===== config.mk =====
export PLATFORM = sky130hd
export DESIGN_NAME = serial_record_ctrl
export DESIGN_NICKNAME = d
export VERILOG_FILES = /design/src/serial_record_ctrl.v
export VERILOG_INCLUDE_DIRS = /design/src
export SDC_FILE = /design/constraint.sdc
export NUM_CORES = 1
export LEC_CHECK = 0
export ABC_AREA = 0
export BUFFER_PORTS_ARGS = -buffer_cell sky130_fd_sc_hd__buf_2
export CAP_MARGIN = 20
export CORE_MARGIN = 2
export CORE_UTILIZATION = 45
export DETAILED_ROUTE_END_ITERATION = 10
export PLACE_DENSITY_LB_ADDON = 0.2
export SYNTH_ARGS = -nofsm -noshare
export SYNTH_HDL_FRONTEND = slang
export SYNTH_SLANG_ARGS = --single-unit

===== constraint.sdc =====
create_clock -name sys_clk -period 21.5 [get_ports sys_clk]
set_input_delay 2.15 -clock sys_clk [delete_from_list [all_inputs] [get_ports sys_clk]]
set_output_delay 2.15 -clock sys_clk [all_outputs]
set_load 0.01 [all_outputs]

===== src/serial_ctrl_regs.vh =====
// constants for the serial record output and total control block
// assumes ascii characters, one byte per symbol
`ifndef SERIAL_CTRL_REGS_VH
`define SERIAL_CTRL_REGS_VH
// characters recognised or sent
`define CH_T     8'h54
`define CH_L     8'h4C
`define CH_A     8'h41
`define CH_R     8'h52
`define CH_SL    8'h2F
`define CH_Y     8'h59
`define CH_SP    8'h20
`define CH_CR    8'h0D
`define CH_LF    8'h0A
`define CH_BS    8'h08
`define CH_DEL   8'h7F
`define CH_ESC   8'h1B
`define CH_0     8'h30
`define CH_9     8'h39
// interval setting
`define IVL_RST  14'h0000
`define DIG_MAX  3'h4
`define DIG_TEN  18'h0000A
// states
`define S_BAN    4'h0
`define S_IDLE   4'h1
`define S_SEND   4'h2
`define S_SLASH  4'h3
`define S_EDIT   4'h4
`define S_RWAIT  4'h5
`define S_RDEC   4'h6
`define S_WREC   4'h7
// message identifiers
`define M_BAN    4'h0
`define M_ECHO   4'h1
`define M_CHR    4'h2
`define M_NUM    4'h3
`define M_PRM    4'h4
`define M_RPR    4'h5
`define M_RDN    4'h6
`define M_ONOFF  4'h7
`define M_CRLF   4'h8
// message lengths in characters
`define L_BAN    6'h29
`define L_PRM    6'h06
`define L_RPR    6'h22
`define L_RDN    6'h18
`define L_ON     6'h13
`define L_OFF    6'h14
`define L_NUM    6'h06
// minutes in a day
`define DAY_MIN  12'h5A0
`endif


===== src/serial_record_ctrl.v =====
// command interpreter for record output, interval and precipitation total
// assumes a uart on sys_clk with byte valid/ready, a one-second tick,
// an rtc and zone offset on sys_clk, and a record formatter that shares
// the transmit line and is only started while this block is silent
`timescale 1ns/1ps
`default_nettype none
`include "serial_ctrl_regs.vh"

// transmit fifo with a registered output stage
module byte_fifo #(
  parameter WIDTH = 8,
  parameter DEPTH = 16,
  parameter AW    = 4
) (
  input  wire             sys_clk,
  input  wire             rst_n,
  input  wire [WIDTH-1:0] inData,
  input  wire             inValid,
  output wire             inReady,
  output reg  [WIDTH-1:0] outData,
  output reg              outValid,
  input  wire             outReady,
  output wire             busy
);
  localparam [AW:0] FULL = DEPTH[AW:0];
  reg [WIDTH-1:0] mem [0:DEPTH-1];  // storage words
  reg [AW-1:0]    wrPtr;            // next write slot
  reg [AW-1:0]    rdPtr;            // next read slot
  reg [AW:0]      count;            // words held in mem
  wire push = inValid && inReady;
  // refill the output stage whenever it is empty or being taken
  wire pop  = (count != {(AW+1){1'b0}}) && (!outValid || outReady);

  assign inReady = (count != FULL);
  // busy also covers the byte sitting in the output stage
  assign busy    = (count != {(AW+1){1'b0}}) || outValid;

  // memory write, no reset needed on data
  always @(posedge sys_clk) begin
    if (push)
      mem[wrPtr] <= inData;
  end

  // pointers, level and output stage
  always @(posedge sys_clk or negedge rst_n) begin
    if (!rst_n) begin
      wrPtr    <= {AW{1'b0}};
      rdPtr    <= {AW{1'b0}};
      count    <= {(AW+1){1'b0}};
      outData  <= {WIDTH{1'b0}};
      outValid <= 1'b0;
    end else begin
      if (push)
        wrPtr <= wrPtr + {{(AW-1){1'b0}}, 1'b1};
      if (pop) begin
        rdPtr    <= rdPtr + {{(AW-1){1'b0}}, 1'b1};
        outData  <= mem[rdPtr];
        outValid <= 1'b1;
      end else if (outReady) begin
        outValid <= 1'b0;
      end
      // level moves by push minus pop
      if (push && !pop)
        count <= count + {{AW{1'b0}}, 1'b1};
      else if (!push && pop)
        count <= count - {{AW{1'b0}}, 1'b1};
    end
  end
endmodule // byte_fifo

// Behaviour
// [RULE1] one record per host record request
// [RULE2] interval held in seconds, 0 to 9999
// [RULE3] nonzero interval streams records until stopped
// [RULE4] zero interval stops scheduled output
// [RULE5] interval one gives one record per second
// [RULE6] on-demand requests always answered
// [RULE7] four-line banner sent at power-up
// [RULE8] query and edit commands echoed plus space
// [RULE9] interval query prints four zero-padded digits
// [RULE10] query answers end carriage return, line feed
// [RULE11] interval edit prompts, takes four digits max
// [RULE12] backspace deletes, enter commits, escape discards
// [RULE13] enter with no digits stores zero
// [RULE14] running millimetre total kept until cleared
// [RULE15] clear command prompts, waits one character
// [RULE16] reply Y zeroes total and confirms
// [RULE17] any other reply leaves total unchanged
// [RULE18] auto clear zeroes total at local midnight
// [RULE19] auto clear query reports ON or OFF
// [RULE20] auto clear toggle inverts and reports state
// [RULE21] host should query after each edit
// [RULE22] local midnight uses signed zone offset
// [RULE23] committing an interval restarts the schedule
// [RULE24] records only go out between exchanges
module serial_record_ctrl (
  input  wire        sys_clk,
  input  wire        rst_n,
  input  wire [7:0]  rxData,
  input  wire        rxValid,
  output reg         rxReady,
  output wire [7:0]  txData,
  output wire        txValid,
  input  wire        txReady,
  input  wire        secTick,
  output reg         recordReq,
  input  wire        recordDone,
  input  wire [15:0] precipInc,
  input  wire        precipValid,
  input  wire [4:0]  rtcHour,
  input  wire [5:0]  rtcMin,
  input  wire        zoneNeg,
  input  wire [3:0]  zoneHour,
  input  wire [5:0]  zoneMin,
  output reg  [13:0] interval,
  output reg         autoClr,
  output reg  [31:0] total
);
  // fixed texts, octal escapes give carriage return and line feed
  localparam [8*41-1:0] BAN =
    "POWER ON\015\012RECORD OUT\015\012TOTAL CTRL\015\012READY\015\012";
  localparam [8*6-1:0]  PRM = "SSSS\015\012";
  localparam [8*34-1:0] RPR = "Reset precipitation total? (Y/N): ";
  localparam [8*24-1:0] RDN = "\015\012Total reset to zero.\015\012";
  localparam [8*19-1:0] TON = "Auto Reset is ON.\015\012";
  localparam [8*20-1:0] TOF = "Auto Reset is OFF.\015\012";

  reg [3:0]  state_reg, state_next;     // interpreter state
  reg [3:0]  msg_reg, msg_next;         // message being sent
  reg [3:0]  msg2_reg, msg2_next;       // message chained after it
  reg        has2_reg, has2_next;       // a chained message is waiting
  reg [3:0]  ret_reg, ret_next;         // state after the send
  reg [5:0]  idx_reg, idx_next;         // character index in message
  reg [7:0]  char_reg, char_next;       // last command character
  reg [13:0] ivl_next;                  // interval next value
  reg [13:0] editVal_reg, editVal_next; // digits typed so far
  reg [2:0]  editCnt_reg, editCnt_next; // number of digits typed
  reg        autoClr_next;              // auto clear enable next
  reg        tPend_reg;                 // host record request waiting
  reg        sPend_reg;                 // scheduled record waiting
  reg [13:0] secCnt_reg;                // seconds since the schedule last fell due
  reg        midPrev_reg;               // midnight seen last cycle
  reg        tSet, tServe, sServe;      // pending flag events
  reg        commit, cmdClr;            // interval store, total clear
  reg        recReq_next;               // record request pulse
  wire       fifoInReady;               // fifo has a free word
  wire       fifoBusy;                  // fifo still holds output
  wire [8:0] rom;                       // {last, character}
  wire       take = rxValid && rxReady; // character accepted
  reg [17:0] prod;                      // digit accumulate product

  // one character of message id at index i; bit 8 flags the last one
  function [8:0] msgChar;
    input [3:0]  id;
    input [5:0]  i;
    input [7:0]  c;
    input        onf;
    input [13:0] v;
    reg   [7:0]  ch;
    reg          lst;
    reg   [13:0] t;
    begin
      ch  = `CH_SP;
      lst = 1'b1;
      t   = 14'h0000;
      case (id)
        `M_BAN: begin
          ch  = BAN[8*(`L_BAN-6'h01-i) +: 8];
          lst = (i == `L_BAN - 6'h01);
        end
        `M_ECHO: begin
          // command character followed by a space
          ch  = (i == 6'h00) ? c : `CH_SP;
          lst = (i == 6'h01);
        end
        `M_CHR: ch = c;
        `M_NUM: begin
          // [RULE9] zero-padded four digits
          case (i[1:0])
            2'h0:    t = v / 14'd1000;
            2'h1:    t = (v / 14'd100) % 14'd10;
            2'h2:    t = (v / 14'd10) % 14'd10;
            default: t = v % 14'd10;
          endcase
          if (i < 6'h04)
            ch = `CH_0 + {4'h0, t[3:0]};
          else
            ch = (i == 6'h04) ? `CH_CR : `CH_LF;
          lst = (i == `L_NUM - 6'h01);
        end
        `M_PRM: begin
          ch  = PRM[8*(`L_PRM-6'h01-i) +: 8];
          lst = (i == `L_PRM - 6'h01);
        end
        `M_RPR: begin
          ch  = RPR[8*(`L_RPR-6'h01-i) +: 8];
          lst = (i == `L_RPR - 6'h01);
        end
        `M_RDN: begin
          ch  = RDN[8*(`L_RDN-6'h01-i) +: 8];
          lst = (i == `L_RDN - 6'h01);
        end
        `M_ONOFF: begin
          if (onf) begin
            ch  = TON[8*(`L_ON-6'h01-i) +: 8];
            lst = (i == `L_ON - 6'h01);
          end else begin
            ch  = TOF[8*(`L_OFF-6'h01-i) +: 8];
            lst = (i == `L_OFF - 6'h01);
          end
        end
        // [RULE10] carriage return, line feed
        `M_CRLF: begin
          ch  = (i == 6'h00) ? `CH_CR : `CH_LF;
          lst = (i == 6'h01);
        end
        default: ch = `CH_SP;
      endcase
      msgChar = {lst, ch};
    end
  endfunction

  // state that accepts a receive character
  function accepts;
    input [3:0] s;
    begin
      accepts = (s == `S_IDLE) || (s == `S_SLASH) ||
                (s == `S_EDIT) || (s == `S_RWAIT);
    end
  endfunction

  // begin a send of one message, optionally chained to a second
  task startSend;
    input [3:0] m;
    input [3:0] m2;
    input       h2;
    input [3:0] r;
    begin
      msg_next   = m;
      msg2_next  = m2;
      has2_next  = h2;
      ret_next   = r;
      idx_next   = 6'h00;
      state_next = `S_SEND;
    end
  endtask

  assign rom = msgChar(msg_reg, idx_reg, char_reg, autoClr, interval);

  // the transmit fifo decouples the rom walk from the uart pace
  byte_fifo #(
    .WIDTH (8),
    .DEPTH (16),
    .AW    (4)
  ) txFifo (
    .sys_clk  (sys_clk),
    .rst_n    (rst_n),
    .inData   (rom[7:0]),
    .inValid  (state_reg == `S_SEND),
    .inReady  (fifoInReady),
    .outData  (txData),
    .outValid (txValid),
    .outReady (txReady),
    .busy     (fifoBusy)
  );

  // interpreter next-state logic
  always @* begin
    state_next   = state_reg;
    msg_next     = msg_reg;
    msg2_next    = msg2_reg;
    has2_next    = has2_reg;
    ret_next     = ret_reg;
    idx_next     = idx_reg;
    char_next    = char_reg;
    ivl_next     = interval;
    editVal_next = editVal_reg;
    editCnt_next = editCnt_reg;
    autoClr_next = autoClr;
    tSet         = 1'b0;
    tServe       = 1'b0;
    sServe       = 1'b0;
    commit       = 1'b0;
    cmdClr       = 1'b0;
    recReq_next  = 1'b0;
    prod         = editVal_reg * `DIG_TEN;
    case (state_reg)
      `S_BAN: begin
        // [RULE7] power-up banner first
        startSend(`M_BAN, `M_BAN, 1'b0, `S_IDLE);
      end
      `S_SEND: begin
        // one character per cycle while the fifo has room
        if (fifoInReady) begin
          idx_next = idx_reg + 6'h01;
          if (rom[8]) begin
            idx_next = 6'h00;
            if (has2_reg) begin
              msg_next  = msg2_reg;
              has2_next = 1'b0;
            end else begin
              state_next = ret_reg;
            end
          end
        end
      end
      `S_IDLE: begin
        if (take) begin
          char_next = rxData;
          case (rxData)
            // [RULE1] record request queued
            `CH_T: tSet = 1'b1;
            // [RULE8] echo then interval digits
            `CH_L: startSend(`M_ECHO, `M_NUM, 1'b1, `S_IDLE);
            // [RULE19] echo then on or off
            `CH_A: startSend(`M_ECHO, `M_ONOFF, 1'b1, `S_IDLE);
            `CH_SL: startSend(`M_CHR, `M_CHR, 1'b0, `S_SLASH);
            default: state_next = `S_IDLE;
          endcase
        end else if ((tPend_reg || sPend_reg) && !fifoBusy) begin
          // [RULE24] records wait for a silent line
          recReq_next = 1'b1;
          state_next  = `S_WREC;
          // [RULE6] demand requests served first
          if (tPend_reg)
            tServe = 1'b1;
          else
            sServe = 1'b1;
        end
      end
      `S_SLASH: begin
        if (take) begin
          char_next = rxData;
          case (rxData)
            `CH_L: begin
              // [RULE11] echo, prompt, then digit entry
              editVal_next = `IVL_RST;
              editCnt_next = 3'h0;
              startSend(`M_ECHO, `M_PRM, 1'b1, `S_EDIT);
            end
            `CH_A: begin
              // [RULE20] toggle and report new state
              autoClr_next = ~autoClr;
              startSend(`M_ECHO, `M_ONOFF, 1'b1, `S_IDLE);
            end
            // [RULE15] echo and confirmation prompt
            `CH_R: startSend(`M_ECHO, `M_RPR, 1'b1, `S_RWAIT);
            default: startSend(`M_CRLF, `M_CRLF, 1'b0, `S_IDLE);
          endcase
        end
      end
      `S_EDIT: begin
        if (take) begin
          char_next = rxData;
          if (rxData >= `CH_0 && rxData <= `CH_9) begin
            // [RULE11] at most four digits taken
            if (editCnt_reg < `DIG_MAX) begin
              editVal_next = prod[13:0] + {6'h00, rxData - `CH_0};
              editCnt_next = editCnt_reg + 3'h1;
              startSend(`M_CHR, `M_CHR, 1'b0, `S_EDIT);
            end
          end else if (rxData == `CH_BS || rxData == `CH_DEL) begin
            // [RULE12] backspace drops last digit
            if (editCnt_reg != 3'h0) begin
              editVal_next = editVal_reg / 14'd10;
              editCnt_next = editCnt_reg - 3'h1;
              startSend(`M_CHR, `M_CHR, 1'b0, `S_EDIT);
            end
          end else if (rxData == `CH_CR) begin
            // [RULE13] empty entry commits zero
            ivl_next = editVal_reg;
            commit   = 1'b1;
            startSend(`M_CRLF, `M_CRLF, 1'b0, `S_IDLE);
          end else if (rxData == `CH_ESC) begin
            // [RULE12] escape keeps old interval
            startSend(`M_CRLF, `M_CRLF, 1'b0, `S_IDLE);
          end
        end
      end
      `S_RWAIT: begin
        // [RULE15] single reply character, echoed
        if (take) begin
          char_next = rxData;
          startSend(`M_CHR, `M_CHR, 1'b0, `S_RDEC);
        end
      end
      `S_RDEC: begin
        if (char_reg == `CH_Y) begin
          // [RULE16] clear and confirm
          cmdClr = 1'b1;
          startSend(`M_RDN, `M_RDN, 1'b0, `S_IDLE);
        end else begin
          // [RULE17] abandon, total untouched
          startSend(`M_CRLF, `M_CRLF, 1'b0, `S_IDLE);
        end
      end
      `S_WREC: begin
        // the formatter owns the line until it reports done
        if (recordDone)
          state_next = `S_IDLE;
      end
      default: state_next = `S_IDLE;
    endcase
  end

  // [RULE3] due when count reaches interval
  wire sSet = secTick && (interval != `IVL_RST) && !commit &&
              ({1'b0, secCnt_reg} + 15'h0001 >= {1'b0, interval});

  // [RULE22] local minute, signed offset
  wire [11:0] utcMin = {7'h00, rtcHour} * 12'd60 + {6'h00, rtcMin};
  wire [11:0] offMin = {8'h00, zoneHour} * 12'd60 + {6'h00, zoneMin};
  wire [11:0] rawMin = zoneNeg ? (utcMin + `DAY_MIN - offMin)
                               : (utcMin + offMin);
  wire [11:0] locMin = (rawMin >= `DAY_MIN) ? (rawMin - `DAY_MIN)
                                            : rawMin;
  wire        isMid  = (locMin == 12'h000);
  // [RULE18] clear on entering local midnight
  wire        midClr = autoClr && isMid && !midPrev_reg;
  wire [31:0] addAmt = precipValid ? {16'h0000, precipInc} : 32'h0;

  // interpreter and control registers
  always @(posedge sys_clk or negedge rst_n) begin
    if (!rst_n) begin
      state_reg   <= `S_BAN;
      msg_reg     <= `M_BAN;
      msg2_reg    <= `M_BAN;
      has2_reg    <= 1'b0;
      ret_reg     <= `S_IDLE;
      idx_reg     <= 6'h00;
      char_reg    <= 8'h00;
      interval    <= `IVL_RST;
      editVal_reg <= `IVL_RST;
      editCnt_reg <= 3'h0;
      autoClr     <= 1'b0;
      tPend_reg   <= 1'b0;
      sPend_reg   <= 1'b0;
      recordReq   <= 1'b0;
      rxReady     <= 1'b0;
      secCnt_reg  <= `IVL_RST;
      midPrev_reg <= 1'b0;
      total       <= 32'h0;
    end else begin
      state_reg   <= state_next;
      msg_reg     <= msg_next;
      msg2_reg    <= msg2_next;
      has2_reg    <= has2_next;
      ret_reg     <= ret_next;
      idx_reg     <= idx_next;
      char_reg    <= char_next;
      // [RULE2] at most four digits keeps 9999
      interval    <= ivl_next;
      editVal_reg <= editVal_next;
      editCnt_reg <= editCnt_next;
      autoClr     <= autoClr_next;
      recordReq   <= recReq_next;
      rxReady     <= accepts(state_next);
      midPrev_reg <= isMid;
      // a new request wins over the serve of an older one
      tPend_reg   <= tSet || (tPend_reg && !tServe);
      sPend_reg   <= sSet || (sPend_reg && !sServe);
      // [RULE23] commit restarts the schedule
      if (commit)
        secCnt_reg <= `IVL_RST;
      // [RULE4] zero interval keeps the counter at zero
      else if (interval == `IVL_RST)
        secCnt_reg <= `IVL_RST;
      // [RULE5] one second tick per step
      else if (secTick)
        secCnt_reg <= sSet ? `IVL_RST : secCnt_reg + 14'h0001;
      // [RULE14] accumulate until cleared; a clear keeps same-cycle rain
      if (cmdClr || midClr)
        total <= addAmt;
      else
        total <= total + addAmt;
    end
  end
endmodule // serial_record_ctrl
`default_nettype wire


==> flow_summary.json <==
{
  "synth_area_um2": 24200,
  "io_pins": 111,
  "crit_family": "compound AO/OA/AOI/OAI gates",
  "async_flop_share": 0.513,
  "synth_nets": 3042,
  "largest_register_ffs": 128,
  "setup.worst_path.end_class": "flip-flop",
  "nets": 3094,
  "fmax_ghz": 0.0496,
  "hold_class": "flip-flop to flip-flop",
  "cts.sinks": 263,
  "drt.antenna.violating_nets": 0,
  "finalSetupTns_ns": 0,
  "cts.clk_slew.worst_paths_ns": 0.06,
  "yosysSeqAreaShare": 0.299,
  "antenna_found_initial": 4,
  "p_int_mw": 1.63,
  "cts_tree": "yes",
  "avgRoutedWirePerCell_um": 18.8,
  "chipHeight_um": 236,
  "worst_pin_slew_ns": 1.09,
  "status": "finished clean",
  "max_flop_register": "txFifo.mem",
  "synthCells": 2760,
  "crit_end": "txFifo.mem[0][0]",
  "yosys-top-cells-count": "nor2_1, nand2_1, ha_1, a21oi_1, o21ai_0",
  "post-dp-hpwl_mm": 48.2,
  "ir_drop_v": 0.0000749,
  "synthXorXnorAreaFrac": 0.0655,
  "drtPass1Iterations": 6,
  "netSwitchingFraction": 0.429,
  "cts-root-buf": "clkbuf_16",
  "synthFlopType": "dfrtp_1",
  "synth-adder-area-share": 0.128,
  "die_area_um2": 55600,
  "h-tree-depth": 1,
  "via_per_inst": 6.01,
  "crit_fanout": 16,
  "cp-start-kind": "flip-flop",
  "rows": 84,
  "ys_ff_latch": 263,
  "synth_area_leader_cell": "edfxtp_1",
  "p_seq_frac": 0.236,
  "synth-simple-area-share": 0.178,
  "place.gp.congestion": 0.906,
  "p_sw_mw": 1.23,
  "clk-insertion-delay-late_ns": 0.57,
  "area_delta_synth_final_pct": 9.67,
  "die_w_um": 236,
  "wirelength_mm": 66.3,
  "top_regs": "txFifo.mem (128), total (32)",
  "vias": 21200,
  "core_area_um2": 52900,
  "yosys_warnings": 0,
  "grt_max_degree": 79,
  "p_comb_frac": 0.596,
  "clockBufferDepth": 3,
  "cts_buffers": 27,
  "maxCapViolCount": 0,
  "cp_common_cell": "ha_1",
  "slowest_delay_ns": 0.54,
  "grt_pass1_wl_mm": 106,
  "start_util": 0.458,
  "crit_start": "idx_reg[0]",
  "drc": 0,
  "grt_overflow": 0,
  "r2r-start": "idx_reg[0]",
  "r2r_slack_ns": 1.35,
  "setup_viol": 0,
  "synth-compound-area-share": 0.213,
  "max-slew-margin-rel": 0.254,
  "r2r_cells": 91,
  "finalCriticalPeriod_ns": 20.15,
  "synth_top_area_frac": 0.159,
  "drtIter0Drc": 1514,
  "p_per_area_nw_per_um2": 108,
  "netlist-cell-type-count": 112,
  "synth.avg_cell_area_um2": 8.77,
  "cp_num_cells": 91,
  "critPathSlowestCell": "or4b_4",
  "drive_above_1_share": 0.130,
  "crit_required_ns": 21.82,
  "synthTopCellsByArea": "edfxtp_1, dfrtp_1, ha_1",
  "crit_buf_inv": 6,
  "ctsHoldBuffers": 0,
  "min_period_over_period": 0.937,
  "finalHoldViolCount": 0,
  "rsz0062_at_grt": "no",
  "clock_skew_ns": 0.0115,
  "rr_endpoint": "txFifo.mem[0][0]",
  "arrival_ns": 20.47,
  "portBuffers": 110,
  "synth_edf_count": 128,
  "path_class": "flip-flop to flip-flop",
  "synthMuxAreaShare": 0.0724,
  "maxSlewViolCount": 0,
  "p_leak_nw": 11.2,
  "synth_top_family_by_area": "compound AO/OA/AOI/OAI gates",
  "track_usage": 0.230,
  "dpl_worst_slack_ns": 0.120,
  "setup_ws_ns": 1.35,
  "synth.most_common_cell": "nor2_1",
  "power_mw": 2.86,
  "grt_pass1_vias": 20300,
  "pwr-share-clk": 0.168
}
cell type report:
cell class	instances	area, um^2
multi-input combinational	2212	16100
tap	688	861
sequential	263	7230
fill	4931	26300
clock buffer	39	751
inverter	158	593
timing repair buffer	150	890
clock inverter	11	140
antenna	3	7.51
kinds of logic after synthesis:
family | count (synthesis)
DFF | 263
muxes | 117
AOI/OAI and AO/OA | 771
and+or+nand+nor | 906
xor gates and xnor gates | 181
other | 1
adders and majority gates | 236
buffers and inverters | 285
per-stage QoR:
step | util | instance area (um^2) | std cells | hold WS [ns]
finish | 0.502 | 26500 | 3524 | 0.474
global route | 0.502 | 26500 | 3522 | 0.496
CTS | 0.498 | 26300 | 3515 | 0.473
detailed placement | 0.481 | 25400 | 3465 | 0.460
global placement | 0.481 | 25400 | 3465 | 0.456
floorplan | - | 24200 | 2760 | 0.439
metal layers:
metal | part of all wire | GRT usage
met5 | 0.00033 | 0
met4 | 0.024 | 0.0567
met3 | 0.049 | 0.0267
met2 | 0.48 | 0.398
met1 | 0.45 | 0.307
worst min-delay path by stage:
stage / startpoint / endpoint / slack [ns] / cells past startpoint
floorplan: secCnt_reg[13] / secCnt_reg[13] / 0.44 / 2
global placement: secCnt_reg[13] / secCnt_reg[13] / 0.46 / 2
detailed placement: secCnt_reg[13] / secCnt_reg[13] / 0.46 / 2
CTS: secCnt_reg[13] / secCnt_reg[13] / 0.47 / 2
global route: secCnt_reg[13] / secCnt_reg[13] / 0.50 / 2
finish: secCnt_reg[13] / secCnt_reg[13] / 0.47 / 2
worst min-delay path: stages, from the launching register on:
cell     delay (ns)
dfrtp_1        0.34
nand2_1        0.05
nand2_1        0.05
layout by cell type (no fill, tap or decap), types with 21 or more instances in the layout:
master / n
buf_2: 109
mux2_2: 51
nor3_1: 65
and2_1: 36
buf_4: 38
nand4_1: 21
nand2b_1: 50
o21ai_0: 167
nand2_1: 255
ha_1: 207
edfxtp_1: 128
xnor2_1: 120
xor2_1: 61
nor2b_1: 24
clkbuf_16: 27
a21oi_1: 199
o211ai_1: 21
o21a_1: 25
dfrtp_1: 131
a21o_1: 37
nand3_1: 74
a31oi_1: 33
mux4_2: 40
o21bai_1: 29
nor2_1: 261
fa_1: 21
inv_1: 152
what timing repair did:
action | 4_1_cts | 5_1_grt
resized for setup | 0 | 31
setup buffers | 0 | 4
setup endpoints to repair | 0 | 64
power by group through the flow:
| stage | registers (mW) | logic (mW) | clock network [mW] |
|---|---|---|---|
| detailed placement | 0.685 | 1.64 | 0 |
| global route | 0.682 | 1.91 | 0.511 |
| floorplan | 0.664 | 1.29 | 0 |
| global placement | 0.682 | 1.60 | 0 |
| CTS | 0.676 | 1.65 | 0.490 |
| finish | 0.676 | 1.70 | 0.481 |
Note: power is estimated with default switching activity, not from simulation.
